File: src/hw/alarm_defines.svh
// offsets, field positions, reset values and alarm indices of the alarm latch manager
`ifndef ALARM_DEFINES_SVH
`define ALARM_DEFINES_SVH

// ********************************
// register offsets (byte addresses)
// ********************************
`define ADDR_ALARM_OPTION 8'h00
`define ADDR_SPECIAL_FUNC 8'h04
`define ADDR_REGEN_RES 8'h08
`define ADDR_REGEN_CAP 8'h0C
`define ADDR_IRQ_STATUS 8'h10
`define ADDR_IRQ_MASK 8'h14
`define ADDR_ACTIVE_CODE 8'h18
`define ADDR_LATCHED_LO 8'h1C
`define ADDR_LATCHED_HI 8'h20

// ********************************
// fields and reset values
// ********************************
`define OPT_UV_AUTO_BIT 2
`define PARAM_RESET_VALUE 16'h0000
`define MASK_RESET_VALUE 3'h0
`define SF_FW_STEP1 16'h001E
`define SF_FW_STEP2 16'h001C
`define IRQ_RAISED_BIT 0
`define IRQ_CLEARED_BIT 1
`define IRQ_FATAL_BIT 2
`define IRQ_WIDTH 3

// ********************************
// alarm indices
// ********************************
`define NUM_ALARMS 37
`define IDX_ESTOP 11
`define IDX_REGEN 33

`endif

File: src/hw/alarm_pkg.sv
// types shared by the alarm latch manager
package alarm_pkg;

    typedef enum {
        CLR_ARST, CLR_POWER, CLR_UV, CLR_ADJUST, CLR_ESTOP, CLR_REV_LIMIT,
        CLR_FWD_LIMIT, CLR_EEPROM, CLR_TEMP, CLR_FW_UPGRADE, CLR_NEVER
    } clear_class_t;

    typedef struct packed {
        logic arst_edge;
        logic servo_off;
        logic move_fwd;
        logic move_rev;
        logic estop_released;
        logic power_cycle;
        logic uv_auto;
        logic voltage_ok;
        logic adjust_ok;
        logic eeprom_boot_ok;
        logic eeprom_boot;
        logic temp_ok;
        logic fw_armed;
    } clear_ctx_t;

    typedef struct packed {
        logic [7:0] addr;
        logic [31:0] wdata;
        logic wr;
        logic rd;
    } bus_req_t;

    typedef struct packed {
        logic [15:0] alarm_option;
        logic [15:0] special_function;
        logic [15:0] regen_resistance;
        logic [15:0] regen_capacity;
    } params_t;

endpackage : alarm_pkg

File: src/hw/alarm_latch_clear_manager.sv
// alarm latching and clearing for a servo drive, with its register port
`timescale 1ns/1ns
`include "alarm_defines.svh"

// ********************************
// alarm latch and clear manager
// ********************************
module alarm_latch_clear_manager #(
    parameter int N = `NUM_ALARMS,
    parameter logic [15:0] MIN_REGEN_RES = 16'h000A
) (
    input wire logic sys_clk,
    input wire logic rst,
    input wire logic [7:0] reg_addr,
    input wire logic [31:0] reg_wdata,
    input wire logic reg_wr,
    input wire logic reg_rd,
    output logic [31:0] reg_rdata,
    input wire logic [N-1:0] alarm_raise,
    input wire logic alarm_reset_input,
    input wire logic emergency_stop_input,
    input wire logic servo_on,
    input wire logic motion_forward,
    input wire logic motion_reverse,
    input wire logic power_cycle,
    input wire logic voltage_normal,
    input wire logic temp_normal,
    input wire logic io_connector_unwired,
    input wire logic auto_adjust_done,
    input wire logic param_reset_done,
    input wire logic regen_resistor_fitted,
    output logic [9:0] active_code,
    output logic alarm_active,
    output logic [N-1:0] alarm_latched,
    output logic irq
);

    // ********************************
    // clear class of each alarm
    // ********************************
    function automatic alarm_pkg::clear_class_t class_of(input int idx);
        alarm_pkg::clear_class_t c;
        c = alarm_pkg::CLR_ARST;
        unique case (idx)
            2: c = alarm_pkg::CLR_UV;
            3, 9, 21, 22, 23, 24, 25, 26, 28, 29: c = alarm_pkg::CLR_POWER;
            10: c = alarm_pkg::CLR_ADJUST;
            11: c = alarm_pkg::CLR_ESTOP;
            12: c = alarm_pkg::CLR_REV_LIMIT;
            13: c = alarm_pkg::CLR_FWD_LIMIT;
            15: c = alarm_pkg::CLR_EEPROM;
            31: c = alarm_pkg::CLR_TEMP;
            34: c = alarm_pkg::CLR_FW_UPGRADE;
            35, 36: c = alarm_pkg::CLR_NEVER;
            default: c = alarm_pkg::CLR_ARST;
        endcase
        return c;
    endfunction : class_of

    function automatic logic clear_ok(input alarm_pkg::clear_class_t c,
                                      input alarm_pkg::clear_ctx_t x);
        logic ok;
        ok = 1'b0;
        unique case (c)
            alarm_pkg::CLR_ARST: ok = x.arst_edge;
            alarm_pkg::CLR_POWER: ok = x.power_cycle;
            alarm_pkg::CLR_UV: ok = x.power_cycle || (x.uv_auto && x.voltage_ok);
            alarm_pkg::CLR_ADJUST: ok = x.adjust_ok;
            alarm_pkg::CLR_ESTOP: ok = x.estop_released;
            alarm_pkg::CLR_REV_LIMIT: ok = x.arst_edge || x.servo_off || x.move_fwd;
            alarm_pkg::CLR_FWD_LIMIT: ok = x.arst_edge || x.servo_off || x.move_rev;
            alarm_pkg::CLR_EEPROM: ok = x.eeprom_boot ? x.eeprom_boot_ok : x.arst_edge;
            alarm_pkg::CLR_TEMP: ok = x.temp_ok;
            alarm_pkg::CLR_FW_UPGRADE: ok = x.power_cycle && x.fw_armed;
            alarm_pkg::CLR_NEVER: ok = 1'b0;
        endcase
        return ok;
    endfunction : clear_ok

    // ********************************
    // registers
    // ********************************
    alarm_pkg::bus_req_t bus;
    alarm_pkg::params_t params;
    logic sf_write;
    logic [`IRQ_WIDTH-1:0] irq_events;

    assign bus = '{addr: reg_addr, wdata: reg_wdata, wr: reg_wr, rd: reg_rd};

    alarm_regs u_regs (
        .sys_clk(sys_clk),
        .rst(rst),
        .bus(bus),
        .rd_data(reg_rdata),
        .params(params),
        .sf_write(sf_write),
        .irq_events(irq_events),
        .active_code(active_code),
        .alarm_active(alarm_active),
        .latched(alarm_latched),
        .irq(irq)
    );

    // ********************************
    // input edges and sequence state
    // ********************************
    logic arst_prev_reg;
    logic servo_prev_reg;
    logic startup_reg;
    logic startup_next;
    logic eeprom_boot_reg;
    logic eeprom_boot_next;
    logic param_reset_seen_reg;
    logic param_reset_seen_next;
    logic fw_step1_reg;
    logic fw_step1_next;
    logic fw_armed_reg;
    logic fw_armed_next;
    logic adjust_unwired_reg;
    logic adjust_unwired_next;
    logic [N-1:0] latched_reg;
    logic [N-1:0] latched_next;
    logic [N-1:0] clear_vec;
    logic [N-1:0] raise_vec;
    alarm_pkg::clear_ctx_t ctx;

    wire arst_edge = alarm_reset_input && !arst_prev_reg;
    wire servo_on_edge = servo_on && !servo_prev_reg;
    wire sf_step1 = sf_write && reg_wdata[15:0] == `SF_FW_STEP1;
    wire sf_step2 = sf_write && reg_wdata[15:0] == `SF_FW_STEP2;

    // capacity set while nothing is fitted, or a resistance too low to be real
    wire regen_cap_set = params.regen_capacity != 16'h0000;
    wire regen_bad = regen_cap_set &&
        (!regen_resistor_fitted || params.regen_resistance < MIN_REGEN_RES);

    // 30 then 28, any other value written in between starts over
    assign fw_step1_next = sf_write ? sf_step1 : fw_step1_reg;
    // the arming survives until the power cycle that uses it
    assign fw_armed_next = power_cycle ? 1'b0 :
        ((sf_step2 && fw_step1_reg) || fw_armed_reg);

    // start-up ends at the first servo on after a power cycle
    assign startup_next = power_cycle ? 1'b1 : (servo_on_edge ? 1'b0 : startup_reg);
    assign eeprom_boot_next = (raise_vec[15] && startup_reg) ? 1'b1 :
        (clear_vec[15] ? 1'b0 : eeprom_boot_reg);
    assign param_reset_seen_next = param_reset_done ? 1'b1 :
        (clear_vec[15] ? 1'b0 : param_reset_seen_reg);
    // unwiring must come first; the adjustment done later completes the clear
    assign adjust_unwired_next = io_connector_unwired ? 1'b1 :
        (clear_vec[10] ? 1'b0 : adjust_unwired_reg);

    assign ctx = '{
        arst_edge: arst_edge,
        servo_off: !servo_on,
        move_fwd: motion_forward,
        move_rev: motion_reverse,
        estop_released: !emergency_stop_input,
        power_cycle: power_cycle,
        uv_auto: params.alarm_option[`OPT_UV_AUTO_BIT],
        voltage_ok: voltage_normal,
        adjust_ok: adjust_unwired_reg && auto_adjust_done,
        eeprom_boot_ok: param_reset_seen_reg && servo_on_edge,
        eeprom_boot: eeprom_boot_reg,
        temp_ok: temp_normal,
        fw_armed: fw_armed_reg
    };

    // ********************************
    // latch and clear
    // ********************************
    always_comb begin
        raise_vec = alarm_raise;
        raise_vec[`IDX_ESTOP] = alarm_raise[`IDX_ESTOP] || emergency_stop_input;
        raise_vec[`IDX_REGEN] = alarm_raise[`IDX_REGEN] || regen_bad;
        for (int i = 0; i < N; i++) begin
            clear_vec[i] = clear_ok(class_of(i), ctx);
        end
    end

    // a raise in the clearing cycle keeps the alarm latched
    assign latched_next = (latched_reg & ~clear_vec) | raise_vec;
    assign alarm_latched = latched_reg;
    // one driver for the whole event vector: fatal, cleared, raised
    wire ev_raised = |(raise_vec & ~latched_reg);
    wire ev_cleared = |(latched_reg & ~latched_next);
    wire ev_fatal = |(raise_vec[N-1:N-2] & ~latched_reg[N-1:N-2]);
    assign irq_events = {ev_fatal, ev_cleared, ev_raised};

    always_ff @(posedge sys_clk or posedge rst) begin
        if (rst) begin
            latched_reg <= '0;
            arst_prev_reg <= 1'b0;
            servo_prev_reg <= 1'b0;
            startup_reg <= 1'b1;
            eeprom_boot_reg <= 1'b0;
            param_reset_seen_reg <= 1'b0;
            fw_step1_reg <= 1'b0;
            fw_armed_reg <= 1'b0;
            adjust_unwired_reg <= 1'b0;
        end else begin
            latched_reg <= latched_next;
            arst_prev_reg <= alarm_reset_input;
            servo_prev_reg <= servo_on;
            startup_reg <= startup_next;
            eeprom_boot_reg <= eeprom_boot_next;
            param_reset_seen_reg <= param_reset_seen_next;
            fw_step1_reg <= fw_step1_next;
            fw_armed_reg <= fw_armed_next;
            adjust_unwired_reg <= adjust_unwired_next;
        end
    end

    // ********************************
    // active alarm presentation
    // ********************************
    alarm_select #(
        .N(N)
    ) u_select (
        .sys_clk(sys_clk),
        .rst(rst),
        .latched(latched_reg),
        .active_code(active_code),
        .alarm_active(alarm_active)
    );

endmodule : alarm_latch_clear_manager

File: src/hw/alarm_select.sv
// picks the active alarm code out of the latched alarm vector
`timescale 1ns/1ns
`include "alarm_defines.svh"

module alarm_select #(
    parameter int N = `NUM_ALARMS
) (
    input wire logic sys_clk,
    input wire logic rst,
    input wire logic [N-1:0] latched,
    output logic [9:0] active_code,
    output logic alarm_active
);

    // ********************************
    // code table
    // ********************************
    function automatic logic [9:0] code_of(input int idx);
        logic [9:0] t [0:36];
        t = '{10'd1, 10'd2, 10'd3, 10'd4, 10'd5, 10'd6, 10'd7, 10'd8, 10'd9, 10'd11,
              10'd12, 10'd13, 10'd14, 10'd15, 10'd16, 10'd17, 10'd18, 10'd19, 10'd20,
              10'd22, 10'd23, 10'd24, 10'd25, 10'd26, 10'd27, 10'd28, 10'd29, 10'd30,
              10'd31, 10'd35, 10'd48, 10'd67, 10'd83, 10'd85, 10'd99, 10'd555, 10'd880};
        return t[idx];
    endfunction : code_of

    // ********************************
    // priority: lowest index wins
    // ********************************
    logic [9:0] pick_next;

    always_comb begin
        pick_next = 10'h000;
        for (int i = N - 1; i >= 0; i--) begin
            if (latched[i]) begin
                pick_next = code_of(i);
            end
        end
    end

    always_ff @(posedge sys_clk or posedge rst) begin
        if (rst) begin
            active_code <= 10'h000;
            alarm_active <= 1'b0;
        end else begin
            active_code <= pick_next;
            alarm_active <= |latched;
        end
    end

endmodule : alarm_select

File: src/hw/alarm_regs.sv
// register file: parameters, interrupt status and mask, alarm state readback
`timescale 1ns/1ns
`include "alarm_defines.svh"

module alarm_regs (
    input wire logic sys_clk,
    input wire logic rst,
    input alarm_pkg::bus_req_t bus,
    output logic [31:0] rd_data,
    output alarm_pkg::params_t params,
    output logic sf_write,
    input wire logic [`IRQ_WIDTH-1:0] irq_events,
    input wire logic [9:0] active_code,
    input wire logic alarm_active,
    input wire logic [`NUM_ALARMS-1:0] latched,
    output logic irq
);

    // ********************************
    // decode
    // ********************************
    logic [`IRQ_WIDTH-1:0] status_reg;
    logic [`IRQ_WIDTH-1:0] mask_reg;
    logic [63:0] latched_wide;
    logic [31:0] rd_next;
    wire wr_opt = bus.wr && bus.addr == `ADDR_ALARM_OPTION;
    wire wr_sf = bus.wr && bus.addr == `ADDR_SPECIAL_FUNC;
    wire wr_res = bus.wr && bus.addr == `ADDR_REGEN_RES;
    wire wr_cap = bus.wr && bus.addr == `ADDR_REGEN_CAP;
    wire wr_stat = bus.wr && bus.addr == `ADDR_IRQ_STATUS;
    wire wr_mask = bus.wr && bus.addr == `ADDR_IRQ_MASK;
    // set wins over a write-one-to-clear in the same cycle
    wire [`IRQ_WIDTH-1:0] status_next =
        (status_reg & ~(wr_stat ? bus.wdata[`IRQ_WIDTH-1:0] : '0)) | irq_events;

    assign latched_wide = {{(64 - `NUM_ALARMS){1'b0}}, latched};
    assign irq = |(status_reg & mask_reg);
    assign sf_write = wr_sf;

    always_comb begin
        unique case (bus.addr)
            `ADDR_ALARM_OPTION: rd_next = {16'h0000, params.alarm_option};
            `ADDR_SPECIAL_FUNC: rd_next = {16'h0000, params.special_function};
            `ADDR_REGEN_RES: rd_next = {16'h0000, params.regen_resistance};
            `ADDR_REGEN_CAP: rd_next = {16'h0000, params.regen_capacity};
            `ADDR_IRQ_STATUS: rd_next = {29'h0, status_reg};
            `ADDR_IRQ_MASK: rd_next = {29'h0, mask_reg};
            `ADDR_ACTIVE_CODE: rd_next = {21'h0, alarm_active, active_code};
            `ADDR_LATCHED_LO: rd_next = latched_wide[31:0];
            `ADDR_LATCHED_HI: rd_next = latched_wide[63:32];
            default: rd_next = 32'h0000_0000;
        endcase
    end

    // ********************************
    // storage
    // ********************************
    always_ff @(posedge sys_clk or posedge rst) begin
        if (rst) begin
            params <= {4{`PARAM_RESET_VALUE}};
            status_reg <= '0;
            mask_reg <= `MASK_RESET_VALUE;
            rd_data <= 32'h0000_0000;
        end else begin
            if (wr_opt) params.alarm_option <= bus.wdata[15:0];
            if (wr_sf) params.special_function <= bus.wdata[15:0];
            if (wr_res) params.regen_resistance <= bus.wdata[15:0];
            if (wr_cap) params.regen_capacity <= bus.wdata[15:0];
            if (wr_mask) mask_reg <= bus.wdata[`IRQ_WIDTH-1:0];
            status_reg <= status_next;
            rd_data <= bus.rd ? rd_next : 32'h0000_0000;
        end
    end

endmodule : alarm_regs

File: config.mk
export PLATFORM = sky130hd
export DESIGN_NAME = alarm_latch_clear_manager
export DESIGN_NICKNAME = d
export VERILOG_FILES = /design/src/hw/alarm_pkg.sv /design/src/hw/alarm_latch_clear_manager.sv /design/src/hw/alarm_select.sv /design/src/hw/alarm_regs.sv
export VERILOG_INCLUDE_DIRS = /design/src /design/src/hw
export SDC_FILE = /design/constraint.sdc
export NUM_CORES = 1
export LEC_CHECK = 0
export ABC_AREA = 1
export ABC_CLOCK_PERIOD_IN_PS = 3500
export BUFFER_PORTS_ARGS = -buffer_cell sky130_fd_sc_hd__buf_2
export CORE_UTILIZATION = 52
export DETAILED_ROUTE_END_ITERATION = 6
export HOLD_SLACK_MARGIN = 0.05
export PLACE_DENSITY_LB_ADDON = 0.2
export SLEW_MARGIN = 20
export SYNTH_ARGS = -nofsm -noshare
export SYNTH_HDL_FRONTEND = slang
export SYNTH_HIERARCHICAL = 1
export SYNTH_SLANG_ARGS = --single-unit
File: constraint.sdc
create_clock -name sys_clk -period 3.5 [get_ports sys_clk]
set_clock_uncertainty 0.05 [all_clocks]
set_input_delay 0.175 -clock sys_clk [delete_from_list [all_inputs] [get_ports sys_clk]]
set_output_delay 0.175 -clock sys_clk [all_outputs]
set_load 0.02 [all_outputs]
## After elaboration in Yosys (flattened, before gate mapping)

Index checks and enable logic that the tools add are counted.

| cells by class | value |
|---|---|
| order comparisons | 1 |
| eq/ne operators | 10 |
| mux-type cells | 49 |
| bitwise gates (word level) | 13 |
| reduce and logical (&&, ||, !) cells | 41 |

Operators by type and width:

| kind | count |
|---|---|
| $mux 10 | 37 |
| $pmux 32 s9 | 1 |
| $and 37x37->37 | 3 |
| $reduce_or 37->1 | 3 |
| $not 37->37 | 2 |
| $not 35->37 | 1 |
| $or 37x37->37 | 1 |
| $eq 16x5->1 const B | 2 |
| $eq 8x5->1 const B | 4 |
| $mux 32 | 1 |
| $logic_and 1x1->1 | 17 |
| $eq 8x4->1 const B | 2 |
| $lt 16x4->1 const B | 1 |
| $reduce_bool 16->1 | 1 |
| $mux 1 | 9 |
| $eq 8x3->1 const B | 1 |
| $eq 8x6->1 const B | 1 |
| $logic_not 8->1 | 1 |
| $logic_or 1x1->1 | 8 |
| $reduce_bool 2->1 | 4 |
| $and 3x3->3 | 2 |
| $logic_not 1->1 | 5 |
| $mux 3 | 1 |
| $not 3->3 | 1 |
| 5 further kinds | 5 |

| storage, ports and cells | value |
|---|---|
| register bits after elaboration | 158 |
| input bits | 93 |
| output and inout port bits | 81 |

## Depth between registers and ports, before layout

Gate-level depths: netlist of run 1.

| depth | value |
|---|---|
| depth in word-level cells | 37 |
| depth in mapped cells | 30 |
| mapped depth without buffers | 30 |

## Hierarchy

The synthesis of run 1 kept the hierarchy.

By module, submodules not included:

| module | times used | cells an instance | area each (um^2) |
|---|---|---|---|
| alarm_regs | 1 | 571 | 4664.5 |
| alarm_latch_clear_manager | 1 | 338 | 2437.3 |
| alarm_select | 1 | 158 | 930.9 |

## Least setup slack after synthesis of run 1

Ideal clock, no wire load.

| timing | value |
|---|---|
| kind | register to register |
| start | register latched_reg[32], in the netlist alarm_latched[32] |
| end | register u_select.active_code[0] |
| library setup time | 0.118 ns |
| data arrival time | 1.944 ns |
| slack | 1.387 ns |
| cell stages (with the launch flop) | 31 |
| buffers on the path | 0 |
| cell sequence | dfrtp_1 -> nor2_4 -> nand3_2 -> nand2_1 -> nand2_1 -> nand2_1 -> nand2_1 -> nand2_1 -> nand2_1 -> nand2_1 -> nand2_1 -> nand2_1 -> nand2_1 -> nand2_1 -> nand2_1 -> nand2_1 -> nand2_1 -> nand2_1 -> nand2_1 -> nand2_1 -> nand2_1 -> nand2_1 -> nand2_1 -> nand2_1 -> nand2_1 -> nand2_1 -> nand2_1 -> nand2_1 -> nand2_1 -> nand2_1 -> nand2_1 |

| between the ends | value |
|---|---|
| cells in the longest elaborated chain, start to end | 33 |

Ends and longest elaborated chain:

| element | RTL line | RTL |
|---|---|---|
| start: declaration | alarm_latch_clear_manager.sv:121 | `logic [N-1:0] latched_reg;` |
| start signal: assignment | alarm_latch_clear_manager.sv:202 | `latched_reg <= latched_next;` |
| $mux 10 (33 in series) | alarm_select.sv:35 | `if (latched[i]) begin` |
| via u_select.pick_next[0] | alarm_select.sv:30 | `logic [9:0] pick_next;` |
| end signal: assignment | alarm_select.sv:46 | `active_code <= pick_next;` |
| end: declaration | alarm_select.sv:11 | `output logic [9:0] active_code,` |

The timed path passes the listed nets, and every way through them passes these cells.
A chain may end at the register's enable or synchronous reset.

## Worst setup path after layout of run 1

Same ends and word-level chain as after synthesis.

==> flow_metrics.py, run 1 <==
metrics = {
    "die": {
        "die_w_um": 126,
        "start_util": 0.530,
        "rows": 45,
        "fp.dieH_um": 126,
        "core-area_um2": 15100,
        "dieArea_um2": 15900,
        "ioPinCount": 174,
    },
    "logic_synthesis": {
        "syn_area_per_cell_um2": 7.53,
        "synthMostInstantiatedCell": "nand2_1",
        "synth_cell_types": 45,
        "synthArstFlopShare": 1.00,
        "syn_area_um2": 8030,
        "synth_flop_cell": "dfrtp_1",
        "synth-edff-count": 0,
        "yosysWarnings": 6,
        "ys_top_cells_by_area": "dfrtp_1 49%, nand2_1 15%, inv_1 7.8%",
        "synth-seq-cells": 157,
        "yosysSeqAreaShare": 0.489,
        "synthCells": 1067,
        "synth_top_area_frac": 0.486,
        "synth_fp_nets": 1160,
        "synth_common_cells": "317 x nand2_1, 167 x inv_1, 156 x dfrtp_1",
        "synth_area_leader_cell": "dfrtp_1",
    },
    "final_layout": {
        "fin_nets": 1373,
        "syn_to_final_growth_pct": 25.6,
        "largest_reg_flops": 64,
        "final_cell_count_no_fill": 1481,
        "fillers": 1272,
        "regMostFlops": "u_regs/params",
        "antenna_cells": 0,
        "drive_gt1_frac": 0.176,
    },
    "clocking": {
        "cts_htree_levels": 4,
        "post_cts_resize_count": 0,
        "cts_setup_buffers": 0,
        "cts.clk_slew.worst_paths_ps": 60,
        "cts_buffers": 17,
        "clockRootBuffer": "clkbuf_16",
        "cts_tree": "yes",
        "clk-insertion-delay-late_ps": 430,
        "clk_path_buf_depth": 2,
        "clock_sinks": 157,
        "cts-hold-fix-buffers": 64,
    },
    "global_routing": {
        "grt_usage": 0.311,
        "grt_remaining_overflow": 0,
        "antenna_found_initial": 0,
        "grt_max_degree": 79,
        "grt_pass1_wl_um": 37500,
        "grt_pass1_vias": 7057,
    },
    "worst_hold_path": {
        "worstHoldPathType": "in -> reg",
    },
    "run_status": {
        "status": "finished, final reports clean",
    },
    "worst_setup_path": {
        "crit_fanout": 7,
        "cp_slowest_cell": "dfrtp_1",
        "critPathMostFrequentCell": "nand2_1",
        "r2r_slack_ps": 1190,
        "worstSetupPathType": "reg -> reg",
        "cp_slowest_stage_delay_ps": 500,
        "required_ps": 3760,
        "end_kind": "register",
        "startpoint_type": "register",
        "arrival_ps": 2570,
    },
    "routing": {
        "avgRoutedWirePerCell_um": 16.1,
        "wirelength_um": 23800,
        "first_iter_violations": 797,
        "antenna_left": 0,
        "firstDrtPassIters": 5,
        "via_count": 7855,
        "drc": 0,
        "viasPerCell": 5.30,
    },
    "power": {
        "power_mw": 4.39,
        "peakVddDrop_v": 0.000370,
        "leakagePower_nw": 5.49,
        "p_per_area_nw_per_um2": 435,
    },
    "sta": {
        "slew_headroom": 0.277,
        "finalHoldViolCount": 0,
        "fmax_mhz": 433,
        "worstMarginPinSlew_ps": 1080,
        "finalSetupViolations": 0,
        "grt_setup_unrepaired": "no",
        "fin_crit_ps": 2310,
        "drv_slew": 0,
        "fin_crit_sh": 0.659,
        "tns_ps": 0,
    },
    "place": {
        "globalplace.congestion": 0.919,
        "hpwl_um": 16600,
        "dp.cells": 1385,
        "io_buffers": 156,
    },
    "job": {
        "max_cap_violations": 0,
    },
}
through the flow:
| stage | utilization | hold WS [ps] | instance area (um^2) | setup slack (ps) |
|---|---|---|---|---|
| 2_1_floorplan | - | -34.8 | 8030 | 600 |
| 3_5_place_dp | 0.584 | 160 | 8850 | 1240 |
| 6_report | 0.666 | 95.1 | 10100 | 1190 |
| 5_1_grt | 0.666 | 97.6 | 10100 | 923 |
| 3_3_place_gp | 0.584 | 159 | 8850 | 1250 |
| 4_1_cts | 0.666 | 74.6 | 10100 | 1220 |
path summary, 6_finish.rpt:
check                                                    end                          start  cells past startpoint
setup / recovery           u_select/active_code[0]$_DFF_PP0_    alarm_latched[32]$_DFF_PP0_                     30
hold / removal                        fw_armed_reg$_DFF_PP0_                    power_cycle                      2
setup reg to reg           u_select/active_code[0]$_DFF_PP0_    alarm_latched[32]$_DFF_PP0_                     30
hold reg to reg                u_regs/params[39]$_DFFE_PP0P_  u_regs/params[39]$_DFFE_PP0P_                      2
max in group asynchronous       u_regs/rd_data[28]$_DFF_PP0_                            rst                      4
min in group asynchronous  u_select/active_code[8]$_DFF_PP0_                            rst                      3
placed cells by master, fill, tap and decap left out, types with 6 or more instances in the layout:
| cell type | Yosys | final |
|---|---|---|
| o22ai_1 | 12 | 12 |
| inv_1 | 167 | 165 |
| nand3_1 | 83 | 83 |
| nor2_1 | 113 | 113 |
| nand4_1 | 6 | 6 |
| a21oi_1 | 16 | 16 |
| nand2_2 | 6 | 6 |
| o21ai_2 | 8 | 8 |
| o21ai_0 | 63 | 63 |
| buf_2 | 7 | 156 |
| nor3_1 | 6 | 6 |
| o21ai_1 | 29 | 29 |
| nor2_4 | 7 | 7 |
| dlygate4sd3_1 | 0 | 64 |
| clkbuf_16 | 0 | 17 |
| dfrtp_1 | 156 | 156 |
| nand2_1 | 317 | 317 |
worst max-delay path, delay by kind of cell, from the launching register on:
family | cells | cell delay [ps]
DFF | 1 | 500
and+or+nand+nor | 30 | 1660
cell families after synthesis:
group | after synthesis | share of synthesized area
buffers and inverters | 201 | 0.108
AND/OR/NAND/NOR | 561 | 0.298
other | 1 | 0.000467
flip-flops | 157 | 0.489
AO/OA/AOI/OAI | 147 | 0.104
cell type report:
| cell class | count | area, um^2 | share of cell area |
|---|---|---|---|
| Inverter | 173 | 653 | 0.0647 |
| Sequential cell | 157 | 3930 | 0.390 |
| Clock inverter | 10 | 138 | 0.0136 |
| Multi-Input combinational cell | 709 | 3230 | 0.320 |
| Tap cell | 188 | 235 | 0.0233 |
| Clock buffer | 22 | 464 | 0.0460 |
| Timing Repair Buffer | 222 | 1440 | 0.142 |
metal layers:
layer / track usage / up-vias / part of all wire
met4: 0.104 / 0 / 0.021
met1: 0.441 / 3699 / 0.44
met3: 0.0578 / 38 / 0.084
met2: 0.483 / 358 / 0.46
met5: 0 / - / 0
li1: - / 3760 / -
report_power, final:
group	total [mW]	switching, mW	internal, mW	leakage, nW
Combinational	0.507	0.311	0.196	3.26
Clock	1.88	0.724	1.16	0.290
Sequential	2.00	0.108	1.89	1.94
Total	4.39	1.14	3.25	5.49
No activity file was read; power rests on OpenSTA's default activity.
==> run 2: changes to the inputs <==
ABC_CLOCK_PERIOD_IN_PS = 1950   (was 3500)
CORE_UTILIZATION = 50   (was 52)
clock period = 1.95 ns   (was 3.5 ns; I/O delays follow)
==> run 2 against run 1 <==
Compared with the run above:
- the flow now finishes with violations (setup timing)
- critical endpoint is now u_select/active_code[1]$_DFF_PP0_
- utilization up 2.3 points
- worst hold slack better by 5.8 ps
- die area up 3.9%
- first-iteration DRC count up 13%
- critical path type unchanged
- total power up 84%
- maximum frequency up 7.7%
==> flow_metrics.py, run 2 (synthesis results as in run 1) <==
metrics = {
    "run_status": {
        "status": "finished with violations",
        "violations": "setup timing",
    },
    "sta": {
        "drv_slew": 0,
        "fmax_mhz": 467,
        "slew_headroom": 0.495,
        "tns_ps": -382,
        "finalSetupViolations": 2,
        "finalHoldViolCount": 0,
        "worstMarginPinSlew_ps": 757,
        "holdWs_ps": 101,
        "fin_crit_ps": 2140,
        "fin_crit_sh": 1.10,
        "grt_setup_unrepaired": "yes",
        "fin_ws_ps": -193,
    },
    "final_layout": {
        "post-route-util": 0.690,
        "antenna_cells": 0,
        "syn_to_final_growth_pct": 32.4,
        "final_cell_mix": "317 x nand2_1, 165 x inv_1, 156 x buf_2, 152 x dfrtp_1, 112 x nor2_1",
        "regMostFlops": "u_regs/params",
        "final_common_cell": "nand2_1",
        "largest_reg_flops": 64,
        "drive_gt1_frac": 0.212,
        "fin_nets": 1432,
        "final_cell_area_um2": 10600,
    },
    "routing": {
        "avgRoutedWirePerCell_um": 16.6,
        "first_iter_violations": 898,
        "firstDrtPassIters": 5,
        "drc": 0,
        "antenna_left": 0,
        "via_count": 8222,
        "wirelength_um": 26000,
        "viasPerCell": 5.26,
    },
    "worst_setup_path": {
        "worstSetupPathType": "reg -> reg",
        "required_ps": 2190,
        "r2r_slack_ps": -190,
        "crit_fanout": 2,
        "crit_family": "compound AO/OA/AOI/OAI gates",
        "startpoint_type": "register",
        "reg2regPathDepth": 16,
        "end_kind": "register",
        "startpoint": "alarm_latched[31]$_DFF_PP0_",
        "arrival_ps": 2390,
        "cp.buffers_inverters": 2,
        "cp_slowest_stage_delay_ps": 430,
        "cp_slowest_cell": "dfrtp_2",
        "reg2reg_from": "alarm_latched[31]$_DFF_PP0_",
        "path_cells": "nor2_4 -> buf_4 -> buf_6 -> o21ai_1 -> a21oi_1 -> o31ai_1 -> o21ai_1 -> a21oi_1 -> o31ai_1 -> nand3_1 -> nand3_1 -> nand2_1 -> nand2_1 -> nand2_1 -> nand3_1 -> a21oi_1",
        "r2r_end": "u_select/active_code[1]$_DFF_PP0_",
    },
    "die": {
        "start_util": 0.521,
        "core-area_um2": 15400,
        "die_w_um": 129,
        "dieArea_um2": 16600,
        "ioPinCount": 174,
        "rows": 45,
        "fp.dieH_um": 129,
    },
    "place": {
        "preCtsSetupSlack_ps": -140,
        "hpwl_um": 18200,
        "io_buffers": 156,
        "dpl_cell_area_um2": 9280,
        "globalplace.congestion": 0.950,
    },
    "power": {
        "switchingPower_mw": 2.18,
        "switching_share": 0.271,
        "p_int_mw": 5.89,
        "p_comb_frac": 0.136,
        "p_seq_frac": 0.438,
        "peakVddDrop_v": 0.000656,
        "leakagePower_nw": 5.77,
        "p_per_area_nw_per_um2": 759,
        "p_clk_frac": 0.426,
    },
    "clocking": {
        "cts_tree": "yes",
        "clock_sinks": 157,
        "cts_htree_levels": 4,
        "cts_buffers": 17,
        "clk-insertion-delay-late_ps": 430,
        "clockRootBuffer": "clkbuf_16",
        "cts.clk_slew.worst_paths_ps": 60,
        "clk_path_buf_depth": 2,
    },
    "global_routing": {
        "grt_max_degree": 51,
        "grt_pass1_wl_um": 40700,
        "grt_usage": 0.329,
        "grt_pass1_vias": 7693,
        "grt_remaining_overflow": 0,
        "antenna_found_initial": 0,
    },
    "job": {
        "max_cap_violations": 0,
    },
    "worst_hold_path": {
        "worstHoldPathType": "in -> reg",
        "hold_path_depth": 4,
        "hp-start": "regen_resistor_fitted",
        "holdPathEnd": "alarm_latched[33]$_DFF_PP0_",
    },
}
## run 2: changes by cell type in the layout (fill, tap and decap cells not counted), sizes merged
cell	previous run	this run
clkbuf	22	19
clkinv	6	8
buf	158	208
dlygate4sd3	64	73
clkinvlp	2	3
## run 2: worst max-delay path by stage
stage | to | cells past startpoint
after global routing | u_select/active_code[0]$_DFF_PP0_ | 30
after CTS | u_select/active_code[0]$_DFF_PP0_ | 30
after floorplan | u_select/active_code[0]$_DFF_PP0_ | 30
after global placement | u_select/active_code[0]$_DFF_PP0_ | 30
after detailed placement | u_select/active_code[0]$_DFF_PP0_ | 30
final | u_select/active_code[1]$_DFF_PP0_ | 16
## run 2: final cells by class
cell class | count | area (um^2)
clock inverter | 13 | 164
timing repair buffer | 281 | 1930
sequential | 157 | 3940
tap | 211 | 264
multi-input combinational | 709 | 3250
clock buffer | 19 | 443
fill | 1291 | 4790
inverter | 173 | 654
## run 2: power groups by stage
stage               combinational (mW)  clock [mW]  sequential (mW)
floorplan                        0.456           0             3.65
global placement                 0.931           0             3.58
detailed placement               0.944           0             3.59
CTS                               1.07        3.47             3.53
global route                      1.20        3.60             3.55
finish                            1.10        3.44             3.54
## run 2: per-stage QoR
stage / std cells / total power [mW]
finish: 1563 / 8.07
global route: 1563 / 8.35
CTS: 1562 / 8.07
detailed placement: 1457 / 4.53
global placement: 1457 / 4.51
floorplan: 1067 / 4.10
## run 2: per-layer routing
layer  GRT usage  up-vias  part of all wire
li1            -     3874                 -
met4       0.122        0             0.024
met3      0.0603       48             0.090
met1       0.460     3861              0.43
met5           0        -                 0
met2       0.513      439              0.46
## run 2: what timing repair did
action                     CTS  global route
pin swaps                    3             7
setup endpoints to repair    2             4
hold endpoints to repair   256             0
hold buffers                73             0
gates resized for setup      0             4
buffers inserted             0             1
## run 2: worst reg2reg max path, delay by kind of cell (launching register included)
family                 cells  cell delay (ps)
AO/OA/AOI/OAI              7              810
buffers and inverters      2              200
flip-flops                 1              430
AND/OR/NAND/NOR            7              550
